<file path="src/rtl/phy_sap_params.svh">
/*
 * Constants of the PHY SAP message framer: message identifiers, header
 * field values, register map and timing.
 * Assumes inclusion by bare name from the design modules.
 */
`ifndef PHY_SAP_PARAMS_SVH
`define PHY_SAP_PARAMS_SVH

`define ID_TTI_TIMING_IND       16'h4001
`define ID_DL_SHARED_RX_IND     16'h4801
`define ID_UL_SHARED_RX_IND     16'h4401
`define ID_DL_TX_CONFIG_REQ     16'h4501
`define ID_DL_TX_CONFIG_CNF     16'h4601
`define ID_DL_TX_PAYLOAD_REQ    16'h4502
`define ID_DL_TX_PAYLOAD_CNF    16'h4602
`define ID_UL_TX_PAYLOAD_REQ    16'h4902
`define ID_UL_TX_PAYLOAD_CNF    16'h4a02

`define CLASS_IND               2'h0
`define CLASS_REQ               2'h1
`define CLASS_CNF               2'h2
`define CONFIRM_NONE            8'h00
`define CONFIRM_STD             8'h01
`define INSTANCE_ID             8'h00
`define TIMING_BODY_LEN         24'h000008
`define CNF_BODY_LEN            24'h000000
`define RSV24                   24'h000000

`define SFN_MAX                 10'h3ff
`define TTI_MAX                 4'h9
`define MSG_WORDS               3'h4
`define LAST_WORD               2'h3

`define CLK_FREQ_MHZ            200
`define TTI_TIME_US             1000

`define REG_CTRL                4'h0
`define REG_STATUS              4'h4
`define REG_COUNT               4'h8
`define CTRL_ENABLE             0
`define CTRL_TERMINAL           1
`define CTRL_RESET              2'h0
`define RESP_OKAY               2'h0
`define RESP_SLVERR             2'h2

`endif

</file>
<file path="src/rtl/phy_sap_pkg.sv">
/*
 * Types of the PHY SAP message framer: identifier layout, general header,
 * sub-header and output state.
 * Assumes the constants header is on the include path.
 */
package phy_sap_pkg;

    typedef struct packed {
        logic [1:0] iface;
        logic [1:0] layer;
        logic [1:0] scope;
        logic [1:0] msg_class;
        logic [7:0] number;
    } msg_id_t;

    typedef struct packed {
        msg_id_t     id;
        logic [15:0] ref_num;
        logic [7:0]  instance_num;
        logic [23:0] body_len;
    } gen_hdr_t;

    typedef struct packed {
        logic [15:0] sfn;
        logic [7:0]  tti;
        logic [7:0]  sub_count;
        logic [7:0]  confirm_mode;
        logic [23:0] reserved;
    } sub_hdr_t;

    typedef struct packed {
        gen_hdr_t gen;
        sub_hdr_t sub;
    } msg_hdr_t;

    typedef enum logic [2:0] {
        ST_IDLE = 3'b001,
        ST_TIM  = 3'b010,
        ST_CNF  = 3'b100
    } out_state_t;

endpackage : phy_sap_pkg

</file>
<file path="src/rtl/phy_sap_message_framer.sv">
/*
 * PHY SAP message framer: emits timing indications every TTI, parses MAC
 * requests and answers those with confirm mode CONFIRM_STD with confirms; AXI4-Lite control registers.
 * Assumes a 200 MHz core_clk, MAC stream on core_clk, sync pin asynchronous.
 */
// Chosen here: the AXI4-Lite register port and the address map.
`include "phy_sap_params.svh"

module phy_sap_message_framer
    import phy_sap_pkg::*;
#(
    parameter int TTI_CYCLES = `TTI_TIME_US * `CLK_FREQ_MHZ
) (
    input  wire logic        core_clk,
    input  wire logic        rst_n,
    input  wire logic [3:0]  s_axi_awaddr,
    input  wire logic        s_axi_awvalid,
    output logic             s_axi_awready,
    input  wire logic [31:0] s_axi_wdata,
    input  wire logic [3:0]  s_axi_wstrb,
    input  wire logic        s_axi_wvalid,
    output logic             s_axi_wready,
    output logic [1:0]       s_axi_bresp,
    output logic             s_axi_bvalid,
    input  wire logic        s_axi_bready,
    input  wire logic [3:0]  s_axi_araddr,
    input  wire logic        s_axi_arvalid,
    output logic             s_axi_arready,
    output logic [31:0]      s_axi_rdata,
    output logic [1:0]       s_axi_rresp,
    output logic             s_axi_rvalid,
    input  wire logic        s_axi_rready,
    input  wire logic [31:0] req_data,
    input  wire logic        req_valid,
    input  wire logic        req_last,
    output logic             req_ready,
    output logic [31:0]      msg_data,
    output logic             msg_valid,
    output logic             msg_last,
    input  wire logic        msg_ready,
    input  wire logic        dl_sync_ok
);
    function automatic logic [31:0] hdr_word(input msg_hdr_t h, input logic [1:0] idx);
        logic [127:0] flat;
        flat = h;
        hdr_word = flat[127 - 32 * idx -: 32];
    endfunction : hdr_word

    // Register bus
    logic [1:0]  ctrl;
    logic        aw_held;
    logic        w_held;
    logic [3:0]  aw_addr;
    logic [31:0] w_data;
    logic [3:0]  w_strb;
    logic [15:0] cnf_total;

    wire aw_take   = s_axi_awvalid && s_axi_awready;
    wire w_take    = s_axi_wvalid && s_axi_wready;
    wire wr_do     = aw_held && w_held && !s_axi_bvalid;
    wire wr_ctrl   = wr_do && (aw_addr == `REG_CTRL);
    wire wr_mapped = (aw_addr == `REG_CTRL) || (aw_addr == `REG_STATUS) || (aw_addr == `REG_COUNT);
    wire ar_take   = s_axi_arvalid && s_axi_arready;

    // Timer and synchroniser
    logic [2:0] sync_ff;
    logic       sync_lvl;
    logic       tti_start;
    logic [9:0] sfn;
    logic [3:0] tti;

    wire sync_agree = (sync_ff[1] == sync_ff[2]);
    wire sync_rise  = sync_agree && sync_ff[2] && !sync_lvl;
    wire terminal   = ctrl[`CTRL_TERMINAL];
    wire resync     = terminal && sync_rise;
    wire run        = ctrl[`CTRL_ENABLE] && (!terminal || sync_lvl);

    // Statuses read back; frame counter is read-only
    wire [31:0] status_word = {6'h00, sfn, 4'h0, tti, 7'h00, sync_lvl};
    logic [15:0] tim_ref;
    wire [31:0] count_word  = {tim_ref, cnf_total};
    wire        rd_mapped   = (s_axi_araddr == `REG_CTRL) || (s_axi_araddr == `REG_STATUS)
                              || (s_axi_araddr == `REG_COUNT);
    wire [31:0] rd_word     = (s_axi_araddr == `REG_CTRL)   ? {30'h0, ctrl} :
                              (s_axi_araddr == `REG_STATUS) ? status_word :
                              (s_axi_araddr == `REG_COUNT)  ? count_word : 32'h0;

    always_ff @(posedge core_clk or negedge rst_n) begin
        if (!rst_n) begin
            s_axi_awready <= 1'b1;
            s_axi_wready  <= 1'b1;
            s_axi_bvalid  <= 1'b0;
            s_axi_bresp   <= `RESP_OKAY;
            aw_held       <= 1'b0;
            w_held        <= 1'b0;
            aw_addr       <= '0;
            w_data        <= '0;
            w_strb        <= '0;
            ctrl          <= `CTRL_RESET;
        end else begin
            if (aw_take) begin
                aw_held       <= 1'b1;
                aw_addr       <= s_axi_awaddr;
                s_axi_awready <= 1'b0;
            end
            if (w_take) begin
                w_held       <= 1'b1;
                w_data       <= s_axi_wdata;
                w_strb       <= s_axi_wstrb;
                s_axi_wready <= 1'b0;
            end
            if (wr_do) begin
                s_axi_bvalid <= 1'b1;
                s_axi_bresp  <= wr_mapped ? `RESP_OKAY : `RESP_SLVERR;
                aw_held      <= 1'b0;
                w_held       <= 1'b0;
                if (wr_ctrl && w_strb[0]) begin
                    ctrl <= w_data[1:0];
                end
            end
            if (s_axi_bvalid && s_axi_bready) begin
                s_axi_bvalid  <= 1'b0;
                s_axi_awready <= 1'b1;
                s_axi_wready  <= 1'b1;
            end
        end
    end

    always_ff @(posedge core_clk or negedge rst_n) begin
        if (!rst_n) begin
            s_axi_arready <= 1'b1;
            s_axi_rvalid  <= 1'b0;
            s_axi_rdata   <= '0;
            s_axi_rresp   <= `RESP_OKAY;
        end else if (ar_take) begin
            s_axi_arready <= 1'b0;
            s_axi_rvalid  <= 1'b1;
            s_axi_rdata   <= rd_word;
            s_axi_rresp   <= rd_mapped ? `RESP_OKAY : `RESP_SLVERR;
        end else if (s_axi_rvalid && s_axi_rready) begin
            s_axi_rvalid  <= 1'b0;
            s_axi_arready <= 1'b1;
        end
    end

    always_ff @(posedge core_clk or negedge rst_n) begin
        if (!rst_n) begin
            sync_ff  <= '0;
            sync_lvl <= 1'b0;
        end else begin
            sync_ff <= {sync_ff[1:0], dl_sync_ok};
            if (sync_agree) begin
                sync_lvl <= sync_ff[2];
            end
        end
    end

    tti_timer #(
        .TTI_CYCLES (TTI_CYCLES)
    ) u_tti_timer (
        .core_clk  (core_clk),
        .rst_n     (rst_n),
        .run       (run),
        .resync    (resync),
        .tti_start (tti_start),
        .sfn       (sfn),
        .tti       (tti)
    );

    // Request parser
    logic [2:0]  in_idx;
    msg_id_t     req_id;
    logic [15:0] req_ref;
    logic [15:0] req_sfn;
    logic [7:0]  req_tti;
    logic [7:0]  req_cm;
    logic        cnf_pend;
    msg_hdr_t    cnf_hdr;

    wire       in_beat  = req_valid && req_ready;
    wire [7:0] cm_now   = (in_idx == 3'h3) ? req_data[31:24] : req_cm;
    wire       is_req   = (req_id.msg_class == `CLASS_REQ);
    wire       full_hdr = (in_idx >= 3'h3);
    wire       cnf_set  = in_beat && req_last && full_hdr && is_req && (cm_now == `CONFIRM_STD);

    always_ff @(posedge core_clk or negedge rst_n) begin
        if (!rst_n) begin
            in_idx  <= '0;
            req_id  <= '0;
            req_ref <= '0;
            req_sfn <= '0;
            req_tti <= '0;
            req_cm  <= '0;
        end else if (in_beat) begin
            in_idx <= req_last ? 3'h0 : (full_hdr ? `MSG_WORDS : in_idx + 3'h1);
            case (in_idx)
                3'h0: begin
                    req_id  <= req_data[31:16];
                    req_ref <= req_data[15:0];
                end
                3'h2: begin
                    req_sfn <= req_data[31:16];
                    req_tti <= req_data[15:8];
                end
                3'h3: req_cm <= req_data[31:24];
                default: ;
            endcase
        end
    end

    // Output framer
    out_state_t  state;
    logic [1:0]  out_idx;
    msg_hdr_t    out_hdr;
    logic        tim_pend;
    logic [9:0]  tim_sfn;
    logic [3:0]  tim_tti;
    msg_hdr_t    tim_hdr;

    wire load      = !msg_valid || msg_ready;
    wire start_tim = load && (state == ST_IDLE) && tim_pend;
    wire start_cnf = load && (state == ST_IDLE) && !tim_pend && cnf_pend;
    wire next_cnf_pend = cnf_set || (cnf_pend && !start_cnf);
    wire out_end   = load && (state != ST_IDLE) && (out_idx == `LAST_WORD);
    wire [1:0] nidx = out_idx + 2'h1;

    // Timing indication: fixed type, length 8, no sub-messages, reserved word
    assign tim_hdr.gen.id           = `ID_TTI_TIMING_IND;
    assign tim_hdr.gen.ref_num      = tim_ref;
    assign tim_hdr.gen.instance_num = `INSTANCE_ID;
    assign tim_hdr.gen.body_len     = `TIMING_BODY_LEN;
    assign tim_hdr.sub.sfn          = {6'h00, tim_sfn};
    assign tim_hdr.sub.tti          = {4'h0, tim_tti};
    assign tim_hdr.sub.sub_count    = 8'h00;
    assign tim_hdr.sub.confirm_mode = `CONFIRM_NONE;
    assign tim_hdr.sub.reserved     = `RSV24;

    always_ff @(posedge core_clk or negedge rst_n) begin
        if (!rst_n) begin
            tim_pend  <= 1'b0;
            tim_sfn   <= '0;
            tim_tti   <= '0;
            tim_ref   <= '0;
            cnf_pend  <= 1'b0;
            req_ready <= 1'b1;
            cnf_hdr   <= '0;
            cnf_total <= '0;
        end else begin
            tim_pend <= tti_start || (tim_pend && !start_tim);
            if (tti_start) begin
                tim_sfn <= sfn;
                tim_tti <= tti;
            end
            if (start_tim) begin
                tim_ref <= tim_ref + 16'h0001;
            end
            cnf_pend  <= next_cnf_pend;
            req_ready <= !next_cnf_pend;
            if (cnf_set) begin
                cnf_hdr.gen.id           <= {req_id[15:10], `CLASS_CNF, req_id[7:0]};
                cnf_hdr.gen.ref_num      <= req_ref;
                cnf_hdr.gen.instance_num <= `INSTANCE_ID;
                cnf_hdr.gen.body_len     <= `CNF_BODY_LEN;
                cnf_hdr.sub.sfn          <= req_sfn;
                cnf_hdr.sub.tti          <= req_tti;
                cnf_hdr.sub.sub_count    <= 8'h00;
                cnf_hdr.sub.confirm_mode <= `CONFIRM_NONE;
                cnf_hdr.sub.reserved     <= `RSV24;
            end
            if (start_cnf) begin
                cnf_total <= cnf_total + 16'h0001;
            end
        end
    end

    always_ff @(posedge core_clk or negedge rst_n) begin
        if (!rst_n) begin
            state     <= ST_IDLE;
            out_idx   <= '0;
            out_hdr   <= '0;
            msg_data  <= '0;
            msg_valid <= 1'b0;
            msg_last  <= 1'b0;
        end else if (load) begin
            case (state)
                ST_IDLE: begin
                    out_idx  <= 2'h0;
                    msg_last <= 1'b0;
                    if (start_tim) begin
                        state     <= ST_TIM;
                        out_hdr   <= tim_hdr;
                        msg_data  <= hdr_word(tim_hdr, 2'h0);
                        msg_valid <= 1'b1;
                    end else if (start_cnf) begin
                        state     <= ST_CNF;
                        out_hdr   <= cnf_hdr;
                        msg_data  <= hdr_word(cnf_hdr, 2'h0);
                        msg_valid <= 1'b1;
                    end else begin
                        msg_valid <= 1'b0;
                    end
                end
                ST_TIM, ST_CNF: begin
                    if (out_end) begin
                        state     <= ST_IDLE;
                        msg_valid <= 1'b0;
                        msg_last  <= 1'b0;
                    end else begin
                        out_idx  <= nidx;
                        msg_data <= hdr_word(out_hdr, nidx);
                        msg_last <= (nidx == `LAST_WORD);
                    end
                end
                default: begin
                    state     <= ST_IDLE;
                    msg_valid <= 1'b0;
                end
            endcase
        end
    end
endmodule : phy_sap_message_framer

</file>
<file path="src/rtl/tti_timer.sv">
/*
 * TTI timer: TTI tick that counts only while run is high, with frame number and TTI index.
 * Assumes run and resync come from logic on core_clk.
 */
`include "phy_sap_params.svh"

module tti_timer #(
    parameter int TTI_CYCLES = `TTI_TIME_US * `CLK_FREQ_MHZ
) (
    input  wire logic       core_clk,
    input  wire logic       rst_n,
    input  wire logic       run,
    input  wire logic       resync,
    output logic            tti_start,
    output logic [9:0]      sfn,
    output logic [3:0]      tti
);
    localparam int CW = $clog2(TTI_CYCLES);
    localparam logic [CW-1:0] CYC_LAST = CW'(TTI_CYCLES - 1);

    logic [CW-1:0] cyc;
    wire           wrap     = run && (cyc == CYC_LAST);
    wire           tti_wrap = (tti == `TTI_MAX);

    // Internal counter; the resync input from outside clears it to zero
    always_ff @(posedge core_clk or negedge rst_n) begin
        if (!rst_n) begin
            cyc <= '0;
            sfn <= '0;
            tti <= '0;
        end else if (resync) begin
            cyc <= '0;
            sfn <= '0;
            tti <= '0;
        end else if (wrap) begin
            cyc <= '0;
            tti <= tti_wrap ? 4'h0 : tti + 4'h1;
            sfn <= (tti_wrap) ? ((sfn == `SFN_MAX) ? 10'h000 : sfn + 10'h001) : sfn;
        end else if (run) begin
            cyc <= cyc + CW'(1);
        end
    end

    assign tti_start = run && !resync && (cyc == '0);
endmodule : tti_timer

</file>
<file path="config.mk">
export PLATFORM = sky130hd
export DESIGN_NAME = phy_sap_message_framer
export DESIGN_NICKNAME = d
export VERILOG_FILES = /design/src/rtl/phy_sap_pkg.sv /design/src/rtl/phy_sap_message_framer.sv /design/src/rtl/tti_timer.sv
export VERILOG_INCLUDE_DIRS = /design/src /design/src/rtl
export SDC_FILE = /design/constraint.sdc
export NUM_CORES = 1
export LEC_CHECK = 0
export BUFFER_PORTS_ARGS = -buffer_cell sky130_fd_sc_hd__buf_2
export CAP_MARGIN = 20
export CORE_ASPECT_RATIO = 0.6
export CORE_MARGIN = 1
export CORE_UTILIZATION = 48
export CTS_CLUSTER_DIAMETER = 80
export DETAILED_ROUTE_END_ITERATION = 8
export PLACE_DENSITY_LB_ADDON = 0.1
export SYNTH_ARGS = -nofsm -noshare
export SYNTH_HDL_FRONTEND = slang
export SYNTH_SLANG_ARGS = --single-unit
export TNS_END_PERCENT = 1
</file>
<file path="constraint.sdc">
create_clock -name core_clk -period 2.6 [get_ports core_clk]
set_input_delay 0 -clock core_clk [delete_from_list [all_inputs] [get_ports core_clk]]
set_output_delay 0 -clock core_clk [all_outputs]
set_load 0.01 [all_outputs]
</file>
Word-level counts from Yosys, hierarchy flattened
Cells that the tools add are included.
Word-level totals
  bits in registers: 426
  output and inout port bits: 76
  input port bits: 87
  logic and storage cells: 215
Operators by class
  equality and inequality tests: 21
  add/sub/neg operators: 8
  shift-type cells: 1
  $lt $le $gt $ge: 1
  multiplexer cells: 50
  reduce and logical (&&, ||, !) cells: 72
Operator list (number)
  $mux 128: 2
  $mux 32: 6
  $shiftx 159x33->32: 1
  $pmux 32 s2: 1
  $mux 18: 3
  $mux 10: 4
  $add 16x1->16 const B: 2
  $logic_and 1x1->1: 29
  $reduce_bool 2->1: 10
  $add 18x1->18 const B: 1
  $eq 18x18->1 const B: 1
  $logic_not 18->1: 1
  $mux 1: 18
  $mux 3: 5
  $eq 4x4->1 const B: 3
  $mux 4: 3
  $reduce_and 2->1: 6
  $add 10x1->10 const B: 1
  $eq 10x10->1 const B: 1
  $eq 3x2->1 const B: 3
  $logic_not 1->1: 9
  $reduce_and 3->1: 3
  $eq 4x3->1 const B: 2
  $eq 8x1->1 const B: 1
  24 further kinds: 37

Depth between registers and ports, before layout
Gate-level depths: netlist of the first run.
  depth in word-level cells: 9
  depth in mapped cells: 9
  depth with buffers taken out: 7

By module
From an unflattened synthesis of the first run, not the netlist that was laid out.
Unflattened totals
  cells, all modules: 1359
  area, all modules: 15740.1 sq um
Modules (own cells, without submodules)
  phy_sap_message_framer: area an instance 13880.8 sq um, cells an instance 1156, seq. area each 8013.9 sq um, times used 1
  tti_timer: area an instance 1859.3 sq um, cells an instance 203, seq. area each 800.8 sq um, times used 1

Worst setup path before layout of the first run
OpenSTA, ideal clock, no wires.
  kind: reg2reg
  start point: register in_idx[1]
  end point: register cnf_hdr[100] (netlist name)
  cell stages (with the launch flop): 9
  setup slack: 0.140 ns
  arrival time: 2.335 ns
  setup time: 0.125 ns
  path through: dfrtp_1 -> ha_1 -> ha_1 -> a211oi_1 -> or4_1 -> a21oi_1 -> buf_1 -> buf_2 -> mux2_2
On the way
  cells in the longest elaborated chain, start to end: 4
  elaborated cells between the ends (all ways): 7
  classes of those cells: 1 x order compare; 2 x eq/ne; 1 x mux; 3 x reduce/logical
Ends and longest elaborated chain
  from (decl): RTL line phy_sap_message_framer.sv:171  | logic [2:0] in_idx;
  from (signal assigned): RTL line phy_sap_message_framer.sv:195  | in_idx <= req_last ? 3'h0 : (full_hdr ? `MSG_WORDS : in_idx + 3'h1);
  $eq 3x2->1 / $ge 3x2->1 (equally long branches): RTL line phy_sap_message_framer.sv:181, phy_sap_message_framer.sv:183
  $mux 8 / $logic_and 1x1->1 (equally long branches)
  $eq 8x1->1 (no source line) / $logic_and 1x1->1 (equally long branches)
  $logic_and 1x1->1 *: RTL line phy_sap_message_framer.sv:184  | wire cnf_set = in_beat && req_last && full_hdr && is_req && (cm_now == `CONFIRM_STD);
  to (decl): RTL line phy_sap_message_framer.sv:178  | msg_hdr_t cnf_hdr;
Mark *: on every way between the ends. The rest lies on a longest branch, timed or not.
A chain may end at the register's enable or synchronous reset.

Worst setup path after layout of the first run
  start point: register state[0]
  end point: register tim_ref[11]
On the way
  cells in the longest elaborated chain, start to end: 3
Ends and longest elaborated chain
  from (decl): RTL line phy_sap_message_framer.sv:212  | out_state_t state;
  from (signal assigned): RTL line phy_sap_message_framer.sv:278  | state <= ST_IDLE;
  from (signal assigned): RTL line phy_sap_message_framer.sv:290  | state <= ST_TIM;
  from (signal assigned): RTL line phy_sap_message_framer.sv:295  | state <= ST_CNF;
  $eq 3x1->1: RTL line phy_sap_message_framer.sv:221  | wire start_tim = load && (state == ST_IDLE) && tim_pend;
  $logic_and 1x1->1 (2 in a row): RTL line phy_sap_message_framer.sv:221
  to (signal assigned): RTL line phy_sap_message_framer.sv:255  | tim_ref <= tim_ref + 16'h0001;
  to (decl): RTL line phy_sap_message_framer.sv:80  | logic [15:0] tim_ref;
Every way passes these cells.

==> out/metrics.yaml, run 1 <==
run_status: "complete, no violations"
tritoncts_num_sinks: 352
layout_common_cells: "347 x sky130_fd_sc_hd__dfrtp_1, 180 x sky130_fd_sc_hd__nand2_1, 166 x sky130_fd_sc_hd__mux2_2"
worstPathCellList: "or3b_2 > nor3_2 > buf_4 > nand4_1 > nor3_1 > xor2_1"
layout-drive-gt1-share_pct: 27.5
post-route-min-period_ns: 2.41
drtIter0Drc: 878
cts_root_buffer: "sky130_fd_sc_hd__clkbuf_16"
antenna_violations_before_repair: 0
ys.warnings.count: 0
grt_pass1_vias: 10600
finalClockSkew_ns: 0.0168
unrepaired_setup_endpoints_after_global_routing: "false"
yosysSeqAreaShare_pct: 58.3
edff_count_synth: 0
end_kind: "register"
finalSetupTns_ns: 0
detail_route.vias_per_cell: 5.55
max_freq_ghz: 0.415
grt_first_pass_wirelength_mm: 60.0
critical_path_class: "register to register"
vias: 10900
largest_net_degree_at_the_start_of_global_routing: 85
std_cell_rows: 49
fin_crit_sh_pct: 92.6
max-clock-path-buffers: 3
placedInstanceArea_sq_um: 16500
reported_leakage_power_uw: 0.00859
detail_route.wirelength_mm: 37.4
post_cts.resized_instances: 0
io_pins: 163
crit_family: "simple AND/OR/NAND/NOR gates"
cp.arrival_ns: 2.85
clk_latency_ns: 0.52
number_of_different_library_cells_in_the_post_synthesis_netlist: 54
number_of_design_rule_violations_left_after_detail_routing: 0
routedWlPerCell_um: 19.0
timing.critical_path.depth: 6
start_kind: "register"
ffs_latches_synth: 352
timing.rr.start: "state[0]"
total_setup_violations_reported_at_the_end_of_the_flow: 0
worst_case_vdd_ir_drop_uv: 464
max_slew.worst_pin.slew_ns: 0.940
post_synth_top_flop: "sky130_fd_sc_hd__dfrtp_1"
timing.max_cap.violations: 0
detail_route.first_pass.iterations: 7
antenna_left: 0
port_buffers: 127
die-area_sq_um: 32200
grt_remaining_overflow: 0
initial_core_util_pct: 49.6
timing.reg2reg.worst_path_depth: 6
timing.critical_path.slowest_cell_delay_ns: 0.64
layout.cells.most_common: "sky130_fd_sc_hd__dfrtp_1"
flow.area_growth_from_synthesis_pct: 20.7
synthCells: 1332
cts_made_buffers: 35
cts.reportedPaths.clkPinSlew_ns: 0.06
gpl_wtd_cong: 0.842
cp_max_fo: 15
worst_r2r_endpoint: "tim_ref[11]"
fin_nets: 1636
post-dp-hpwl_mm: 25.4
timing_hold_violations_final: 0
timing.slew.headroom_pct: 37.2
postSynth.asyncResetShare_pct: 100
ff2ff_setup_slack_ns: 0.19
cts_tree: "done"
report.final.slew_viol_count: 0
power.density_cell_area_nw_per_um2: 907
fp.coreArea_sq_um: 30500
finish.instance_area_sq_um: 18200
h_tree_level_count: 2
die_outline_height_um: 139
fp.dieW_um: 231
nFillCells: 2563
crit_path_top_delay_cell: "sky130_fd_sc_hd__dfstp_2"
crit_required_ns: 3.04
postSynthAreaPerCell_sq_um: 11.3
worstPathBufferInverterCount: 1
hp-class: "input pin to async pin"
netlist_area_sq_um: 15100
grt_usage_pct: 23.8
insertedDiodeCount: 0
through the flow:
step / cells / power (uW) / hold slack [ns] / utilization [%] / setup WS, ns
5_1_grt: 1969 / 17400 / 0.127 / 59.9 / 0.00135
2_1_floorplan: 1333 / 9970 / -0.296 / - / 0.140
3_3_place_gp: 1847 / 11300 / 0.0523 / 54.2 / 0.249
4_1_cts: 1968 / 16600 / 0.0943 / 59.8 / 0.172
3_5_place_dp: 1847 / 11500 / 0.0444 / 54.2 / 0.211
6_report: 1969 / 16500 / 0.0357 / 59.9 / 0.193
cell usage after synthesis, types with 3 or more instances:
cell type / instances / share of area, %
sky130_fd_sc_hd__buf_1: 11 / 0.27
sky130_fd_sc_hd__nand4b_1: 3 / 0.17
sky130_fd_sc_hd__nor3_1: 17 / 0.56
sky130_fd_sc_hd__o22ai_1: 36 / 1.5
sky130_fd_sc_hd__a22oi_1: 14 / 0.70
sky130_fd_sc_hd__o211ai_1: 11 / 0.55
sky130_fd_sc_hd__and4_1: 4 / 0.23
sky130_fd_sc_hd__mux2_2: 166 / 12
sky130_fd_sc_hd__or4_1: 5 / 0.25
sky130_fd_sc_hd__inv_1: 20 / 0.50
sky130_fd_sc_hd__a21oi_1: 53 / 1.8
sky130_fd_sc_hd__a31oi_1: 9 / 0.37
sky130_fd_sc_hd__clkbuf_1: 50 / 1.2
sky130_fd_sc_hd__ha_1: 14 / 1.2
sky130_fd_sc_hd__xnor2_1: 39 / 2.3
sky130_fd_sc_hd__o21ai_0: 49 / 1.6
sky130_fd_sc_hd__and3_1: 8 / 0.33
sky130_fd_sc_hd__or3_2: 4 / 0.20
sky130_fd_sc_hd__and2_1: 3 / 0.12
sky130_fd_sc_hd__nor2_1: 103 / 2.6
sky130_fd_sc_hd__or2_2: 7 / 0.29
sky130_fd_sc_hd__xor2_1: 8 / 0.46
sky130_fd_sc_hd__o31ai_1: 6 / 0.30
sky130_fd_sc_hd__mux2i_1: 21 / 1.4
sky130_fd_sc_hd__dfstp_2: 5 / 0.87
sky130_fd_sc_hd__nor2b_1: 7 / 0.29
sky130_fd_sc_hd__buf_2: 9 / 0.30
sky130_fd_sc_hd__a221oi_1: 13 / 0.75
sky130_fd_sc_hd__nand3_1: 48 / 1.6
sky130_fd_sc_hd__or3_1: 4 / 0.17
sky130_fd_sc_hd__dfrtp_1: 347 / 57
sky130_fd_sc_hd__a211oi_1: 4 / 0.20
sky130_fd_sc_hd__nor4_1: 12 / 0.50
sky130_fd_sc_hd__nand2_1: 181 / 4.5
sky130_fd_sc_hd__nand4_1: 15 / 0.62
state kept, by name, indices dropped and copies added (netlist names), 18 cells and up:
name	count
out_hdr	56
u_tti_timer.cyc	18
cnf_hdr	55
msg_data	32
s_axi_rdata	32
worst register-to-register path, stage by stage, from the launching register on:
cell,delay (ns)
sky130_fd_sc_hd__dfstp_2,0.64
sky130_fd_sc_hd__or3b_2,0.58
sky130_fd_sc_hd__nor3_2,0.21
sky130_fd_sc_hd__buf_4,0.30
sky130_fd_sc_hd__nand4_1,0.22
sky130_fd_sc_hd__nor3_1,0.23
sky130_fd_sc_hd__xor2_1,0.16
power by group:
part           leakage, uW  total (uW)  switching (uW)  internal (uW)
clock network     0.000563        5050            2130           2920
registers          0.00463        7490             791           6700
logic              0.00339        4000            2130           1880
total              0.00859       16500            5050          11500
cells by family after synthesis:
family / after synthesis / share of synthesized area, %
xor+xnor: 47 / 2.72
fa+ha+maj: 14 / 1.16
compound gates: 205 / 8.36
flops: 352 / 58.3
other cells: 1 / 0.0248
buf+inv: 93 / 2.44
mux: 187 / 13.8
simple gates: 433 / 13.2
worst max-delay path by stage:
stage                     slack [ns]           startpoint                  to
after floorplan                 0.14            in_idx[1]        cnf_hdr[100]
after global placement          0.25  u_tti_timer.cyc[15]  u_tti_timer.tti[2]
after detailed placement        0.21             state[0]        msg_data[18]
after CTS                       0.17             state[0]        msg_data[18]
after global routing           0.001             state[2]         msg_data[0]
final                           0.19             state[0]         tim_ref[11]
layer usage:
metal	wire length, um	global-route usage [%]	up-vias
met5	0	0	-
met1	19300	38.0	5520
li1	-	-	5113
met2	15600	33.2	259
met3	1960	4.51	44
met4	592	5.09	0
layout make-up:
type	count	area (sq um)	share of cell area, %
clock buffers	55	1060	5.83
repair buffers	238	1720	9.45
flip-flops and latches	352	8810	48.3
inverters	20	75.1	0.412
multi-input cells	888	5980	32.8
clock inverters	8	71.3	0.391
well taps	408	510	2.80
timing repair:
item,CTS,global route
hold buffers,58,0
hold endpoints to repair,160,0
buffers inserted,0,0
Power figures use the tool's default switching activity.
==> run 2, diff against run 1 <==
--- a/config.mk
+++ b/config.mk
@@ -13,7 +13,7 @@
 export CORE_UTILIZATION = 48
 export CTS_CLUSTER_DIAMETER = 80
 export DETAILED_ROUTE_END_ITERATION = 8
-export PLACE_DENSITY_LB_ADDON = 0.1
+export PLACE_DENSITY = 0.7
 export SYNTH_ARGS = -nofsm -noshare
 export SYNTH_HDL_FRONTEND = slang
 export SYNTH_SLANG_ARGS = --single-unit
==> run 2 against run 1 <==
Non-clock buffer count shrank 11. Die area is the same. Sequential power is essentially flat. Maximum frequency shrank 4.1%. Global-route usage grew 0.090 points. Wire length shrank 0.42%. Clock skew shrank 0.0043 ns. Flip-flop and latch count is the same. Register-to-register slack lost 0.10 ns. Critical endpoint is now u_tti_timer.sfn[8]. Largest cell class unchanged. Highest routed layer unchanged.
==> out/metrics.yaml, run 2 (synthesis results as in run 1) <==
run_status: "complete, no violations"
fin_nets: 1624  # -0.73%
fin_crit_sh_pct: 96.6  # +4.0 points
place_ws_ns: 0.114  # -0.0967 ns
timing.max_cap.violations: 0  # unchanged
io_pins: 163  # unchanged
port_buffers: 127  # unchanged
reported_leakage_power_uw: 0.00854  # -0.57%
biggestRegsByFlops: "out_hdr x56, cnf_hdr x55"
timing.slew.headroom_pct: 28.4  # -8.8 points
antenna_left: 0  # unchanged
finish.instance_area_sq_um: 18200  # -0.47%
std_cell_rows: 49  # unchanged
die_outline_height_um: 139  # unchanged
cts_made_buffers: 34  # -2.9%
unrepaired_setup_endpoints_after_global_routing: "true"
post-dp-hpwl_mm: 25.0  # -1.6%
timing_hold_violations_final: 0  # unchanged
worst_case_vdd_ir_drop_uv: 449  # -3.1%
antenna_violations_before_repair: 0  # unchanged
layout-drive-gt1-share_pct: 27.4  # -0.12 points
detail_route.vias_per_cell: 5.67  # +2.1%
grt_remaining_overflow: 0  # unchanged
clk_latency_ns: 0.52  # about the same
detail_route.first_pass.iterations: 5  # -2
hp-class: "input pin to async pin"
layout_common_cells: "347 x sky130_fd_sc_hd__dfrtp_1, 180 x sky130_fd_sc_hd__nand2_1, 166 x sky130_fd_sc_hd__mux2_2"
largest_net_degree_at_the_start_of_global_routing: 78  # -8.2%
critical_path_class: "register to register"
utilization_pct: 59.6  # -0.28 points
post-route-min-period_ns: 2.51  # +0.104 ns
power.density_cell_area_nw_per_um2: 913  # +0.67%
fp.coreArea_sq_um: 30500  # unchanged
end_kind: "register"
cts_post_setup_buffers_inserted: 0  # unchanged
power_total_uw: 16600  # +0.20%
cts_root_buffer: "sky130_fd_sc_hd__clkbuf_16"
nFillCells: 2426  # -5.3%
max_freq_ghz: 0.398  # -4.1%
grt_first_pass_wirelength_mm: 61.0  # +1.8%
placedInstanceArea_sq_um: 16400  # -0.61%
grt_usage_pct: 23.9  # +0.090 points
crit_required_ns: 3.04  # about the same
largest_reg_flops: 56  # unchanged
routedWlPerCell_um: 19.1  # +0.34%
layout.cells.most_common: "sky130_fd_sc_hd__dfrtp_1"
fin_hold_ws_ns: 0.0131  # -0.0226 ns
flow.area_growth_from_synthesis_pct: 20.1
total_setup_violations_reported_at_the_end_of_the_flow: 0  # unchanged
gpl_wtd_cong: 0.874  # +3.8%
report.final.slew_viol_count: 0  # unchanged
largest_register: "out_hdr"
max_slew.worst_pin.slew_ns: 1.07  # +0.132 ns
layout_setup_ws_ns: 0.0887  # -0.104 ns
grt_pass1_vias: 11200  # +6.1%
tritoncts_num_sinks: 352  # unchanged
insertedDiodeCount: 0  # unchanged
finalClockSkew_ns: 0.0125  # -0.00430 ns
vias: 11100  # +1.3%
fp.dieW_um: 231  # unchanged
detail_route.wirelength_mm: 37.3  # -0.42%
h_tree_level_count: 2  # unchanged
initial_core_util_pct: 49.6  # unchanged
cp_max_fo: 8  # -7
start_kind: "register"
cp.arrival_ns: 2.95  # +0.10 ns
ff2ff_setup_slack_ns: 0.09  # -0.10 ns
drtIter0Drc: 846  # -3.6%
cts.reportedPaths.clkPinSlew_ns: 0.06  # about the same
number_of_design_rule_violations_left_after_detail_routing: 0  # unchanged
max-clock-path-buffers: 3  # unchanged
cts_tree: "done"
die-area_sq_um: 32200  # unchanged
run 2: repair_timing:
| action | CTS | global route |
|---|---|---|
| setup endpoints to repair | 0 | 1 |
| hold endpoints to repair | 399 | 0 |
| gates resized for setup | 0 | 2 |
| hold buffers | 57 | 0 |
run 2: worst max-delay path, cell delays in order, from the launching register on:
cell and delay, ns:
sky130_fd_sc_hd__dfrtp_1 0.41, sky130_fd_sc_hd__nor3_1 0.37, sky130_fd_sc_hd__nand4_2 0.23, sky130_fd_sc_hd__or4_1 0.72, sky130_fd_sc_hd__or4_1 0.54, sky130_fd_sc_hd__a21oi_1 0.17
run 2: where the power goes:
group | internal [uW] | leakage (uW) | total [uW] | switching [uW]
Combinational | 1870 | 0.00334 | 4020 | 2150
Clock | 2970 | 0.000571 | 5070 | 2100
Sequential | 6700 | 0.00463 | 7490 | 791
Total | 11500 | 0.00854 | 16600 | 5040
run 2: metrics by stage:
| stage | TNS, ns | cells |
|---|---|---|
| after floorplan | 0 | 1333 |
| after global placement | 0 | 1837 |
| after detailed placement | 0 | 1837 |
| after CTS | 0 | 1953 |
| after global routing | -0.00313 | 1954 |
| final | 0 | 1954 |
run 2: path summary, 6_finish.rpt:
check | end | from | depth (start not counted)
hold / removal | s_axi_rdata[13] | rst_n | 2
setup reg to reg | u_tti_timer.sfn[8] | u_tti_timer.cyc[15] | 5
min in group core_clk | sync_ff[0] | dl_sync_ok | 2
setup / recovery | u_tti_timer.sfn[8] | u_tti_timer.cyc[15] | 5
hold reg to reg | sync_ff[1] | sync_ff[0] | 0
max in group asynchronous | cnf_hdr[123] | rst_n | 3
run 2: routing by layer:
| layer | up-vias | track usage (%) | wire length [um] | share of wire [%] |
|---|---|---|---|---|
| met4 | 0 | 6.52 | 743 | 2.0 |
| li1 | 5090 | - | - | - |
| met1 | 5601 | 36.6 | 18000 | 48 |
| met2 | 333 | 34.9 | 16400 | 44 |
| met5 | - | 0 | 0 | 0 |
| met3 | 57 | 4.00 | 2170 | 5.8 |
run 2: cell type report:
type	count	area, sq um	area share (%)
timing repair buffer	227	1620	8.91
sequential	352	8810	48.6
inverter	20	75.1	0.414
multi-input combinational	888	5990	33.0
clock buffer	51	1080	5.94
tap	408	510	2.81
clock inverter	8	71.3	0.393
==> run 3, diff against run 2 <==
--- a/config.mk
+++ b/config.mk
@@ -13,6 +13,7 @@
 export CORE_UTILIZATION = 48
 export CTS_CLUSTER_DIAMETER = 80
 export DETAILED_ROUTE_END_ITERATION = 8
+export MAX_ROUTING_LAYER = met4
 export PLACE_DENSITY = 0.7
 export SYNTH_ARGS = -nofsm -noshare
 export SYNTH_HDL_FRONTEND = slang
==> run 3 against run 2 <==
Register-to-register slack better by 0.03 ns. Core utilization is essentially flat. Sequential share of layout area barely moved. Count of clock-buffer cells in the layout fell by 3. Sequential power hardly changed. Combinational power is essentially flat. Highest routed layer unchanged. Critical path type unchanged. Cell count increased by 0.15%.
==> out/metrics.yaml, run 3 (synthesis results as in run 1) <==
run_status: "complete, no violations"
cts.reportedPaths.clkPinSlew_ns: 0.06  # about the same
hp-class: "input pin to async pin"
fp.coreArea_sq_um: 30500  # unchanged
vias: 11100  # +0.26%
cp.arrival_ns: 2.90  # -0.05 ns
fin_hold_ws_ns: 0.0467  # +0.0336 ns
fin_nets: 1624  # unchanged
std_cell_rows: 49  # unchanged
biggestRegsByFlops: "out_hdr x56, cnf_hdr x55"
end_kind: "register"
max_slew.worst_pin.slew_ns: 1.03  # -0.0465 ns
grt_pass1_vias: 11100  # -1.4%
detail_route.first_pass.iterations: 5  # unchanged
detail_route.vias_per_cell: 5.68  # +0.11%
finalClockSkew_ns: 0.0126  # +0.000107 ns
timing_hold_violations_final: 0  # unchanged
layout_common_cells: "347 x sky130_fd_sc_hd__dfrtp_1, 180 x sky130_fd_sc_hd__nand2_1, 166 x sky130_fd_sc_hd__mux2_2"
number_of_design_rule_violations_left_after_detail_routing: 0  # unchanged
tritoncts_num_sinks: 352  # unchanged
gpl_wtd_cong: 0.882  # +0.93%
crit_top_cell: "sky130_fd_sc_hd__ha_1"
timing.slew.headroom_pct: 31.5  # +3.1 points
post-dp-hpwl_mm: 24.9  # -0.13%
post-route-min-period_ns: 2.49  # -0.0253 ns
initial_core_util_pct: 49.6  # unchanged
die_outline_height_um: 139  # unchanged
grt_remaining_overflow: 0  # unchanged
insertedDiodeCount: 0  # unchanged
crit_required_ns: 3.01  # -0.03 ns
unrepaired_setup_endpoints_after_global_routing: "false"
finalSetupTns_ns: 0  # unchanged
layout-drive-gt1-share_pct: 27.2  # -0.18 points
max-clock-path-buffers: 3  # unchanged
nFillCells: 2386  # -1.6%
drtIter0Drc: 1025  # +21%
total_setup_violations_reported_at_the_end_of_the_flow: 0  # unchanged
worstPathCellList: "ha_1 > ha_1 > a211oi_1 > or4_1 > a21oi_4 > buf_12 > mux2_2"
die-area_sq_um: 32200  # unchanged
multi_input_area_sq_um: 5980  # -0.10%
h_tree_level_count: 2  # unchanged
report.final.slew_viol_count: 0  # unchanged
flow.area_growth_from_synthesis_pct: 20.2  # about the same
antenna_left: 0  # unchanged
largest_reg_flops: 56  # unchanged
layout.area.seq_sq_um: 8810  # unchanged
largest_net_degree_at_the_start_of_global_routing: 79  # +1.3%
layout_setup_ws_ns: 0.114  # +0.0253 ns
cts_made_buffers: 34  # unchanged
reported_leakage_power_uw: 0.00853  # about the same
cp_max_fo: 56  # +48
cts_tree: "done"
timing.max_cap.violations: 0  # unchanged
routedWlPerCell_um: 19.0  # -0.38%
fin_crit_sh_pct: 95.6  # -0.97 points
max_freq_ghz: 0.402  # +1.0%
cts_root_buffer: "sky130_fd_sc_hd__clkbuf_16"
start_kind: "register"
critical_path_class: "register to register"
layout.cells.most_common: "sky130_fd_sc_hd__dfrtp_1"
antenna_violations_before_repair: 0  # unchanged
grt_usage_pct: 24.5  # +0.64 points
place_ws_ns: 0.144  # +0.0296 ns
cts_post_setup_buffers_inserted: 0  # unchanged
clk_latency_ns: 0.53  # about the same
timing.critical_path.slowest_cell_delay_ns: 0.60  # -0.12 ns
crit_path_top_delay_cell: "sky130_fd_sc_hd__or4_1"
largest_register: "out_hdr"
worst_case_vdd_ir_drop_uv: 591  # +32%
io_pins: 163  # unchanged
power.density_cell_area_nw_per_um2: 917  # +0.38%
port_buffers: 127  # unchanged
fp.dieW_um: 231  # unchanged
grt_first_pass_wirelength_mm: 60.6  # -0.69%
detail_route.wirelength_mm: 37.2  # -0.23%
run 3: worst paths after layout:
kind	depth (start not counted)	slack, ns	end	from
setup / recovery	7	0.11	cnf_hdr[99]	in_idx[1]
hold / removal	2	0.05	s_axi_rdata[12]	rst_n
setup reg to reg	7	0.11	cnf_hdr[99]	in_idx[1]
hold reg to reg	0	0.35	sync_ff[1]	sync_ff[0]
max in group asynchronous	3	1.66	req_ready	rst_n
min in group core_clk	2	0.12	sync_ff[0]	dl_sync_ok
run 3: final cells by class:
type	instances	area share, %
well taps	408	2.81
flip-flops and latches	352	48.5
repair buffers	227	8.97
multi-input cells	888	32.9
clock inverters	14	1.07
clock buffers	48	5.30
inverters	20	0.413
run 3: stage by stage:
step | power (uW) | utilization, % | std cells | area, sq um
global route | 17500 | 59.6 | 1957 | 18200
global placement | 11300 | 53.9 | 1837 | 16400
finish | 16700 | 59.6 | 1957 | 18200
CTS | 16700 | 59.6 | 1956 | 18200
detailed placement | 11500 | 53.9 | 1837 | 16400
floorplan | 9970 | - | 1333 | 15100
run 3: power breakdown:
group	switching (uW)	internal, uW	total (uW)
Combinational	2140	1880	4020
Sequential	797	6700	7500
Clock	2130	3010	5140
Total	5060	11600	16700
run 3: what timing repair did:
item / 4_1_cts / 5_1_grt
resized for setup: 0 / 1
hold endpoints to repair: 266 / 0
endpoints found under the setup margin: 0 / 1
hold buffers: 57 / 0
run 3: critical path, delay by kind of cell, from the launching register on:
| family | cells | cell delay (ns) |
|---|---|---|
| compound gates | 2 | 0.24 |
| buf+inv | 1 | 0.31 |
| simple gates | 1 | 0.60 |
| flops | 1 | 0.41 |
| mux | 1 | 0.38 |
| fa+ha+maj | 2 | 0.35 |
run 3: layer usage:
metal	share of wire [%]	track usage, %	wire length (um)	up-vias
li1	-	-	-	5100
met1	48	36.7	17900	5608
met2	44	35.2	16400	338
met3	5.9	3.73	2190	64
met4	1.8	5.40	673	0
met5	0	-	0	-
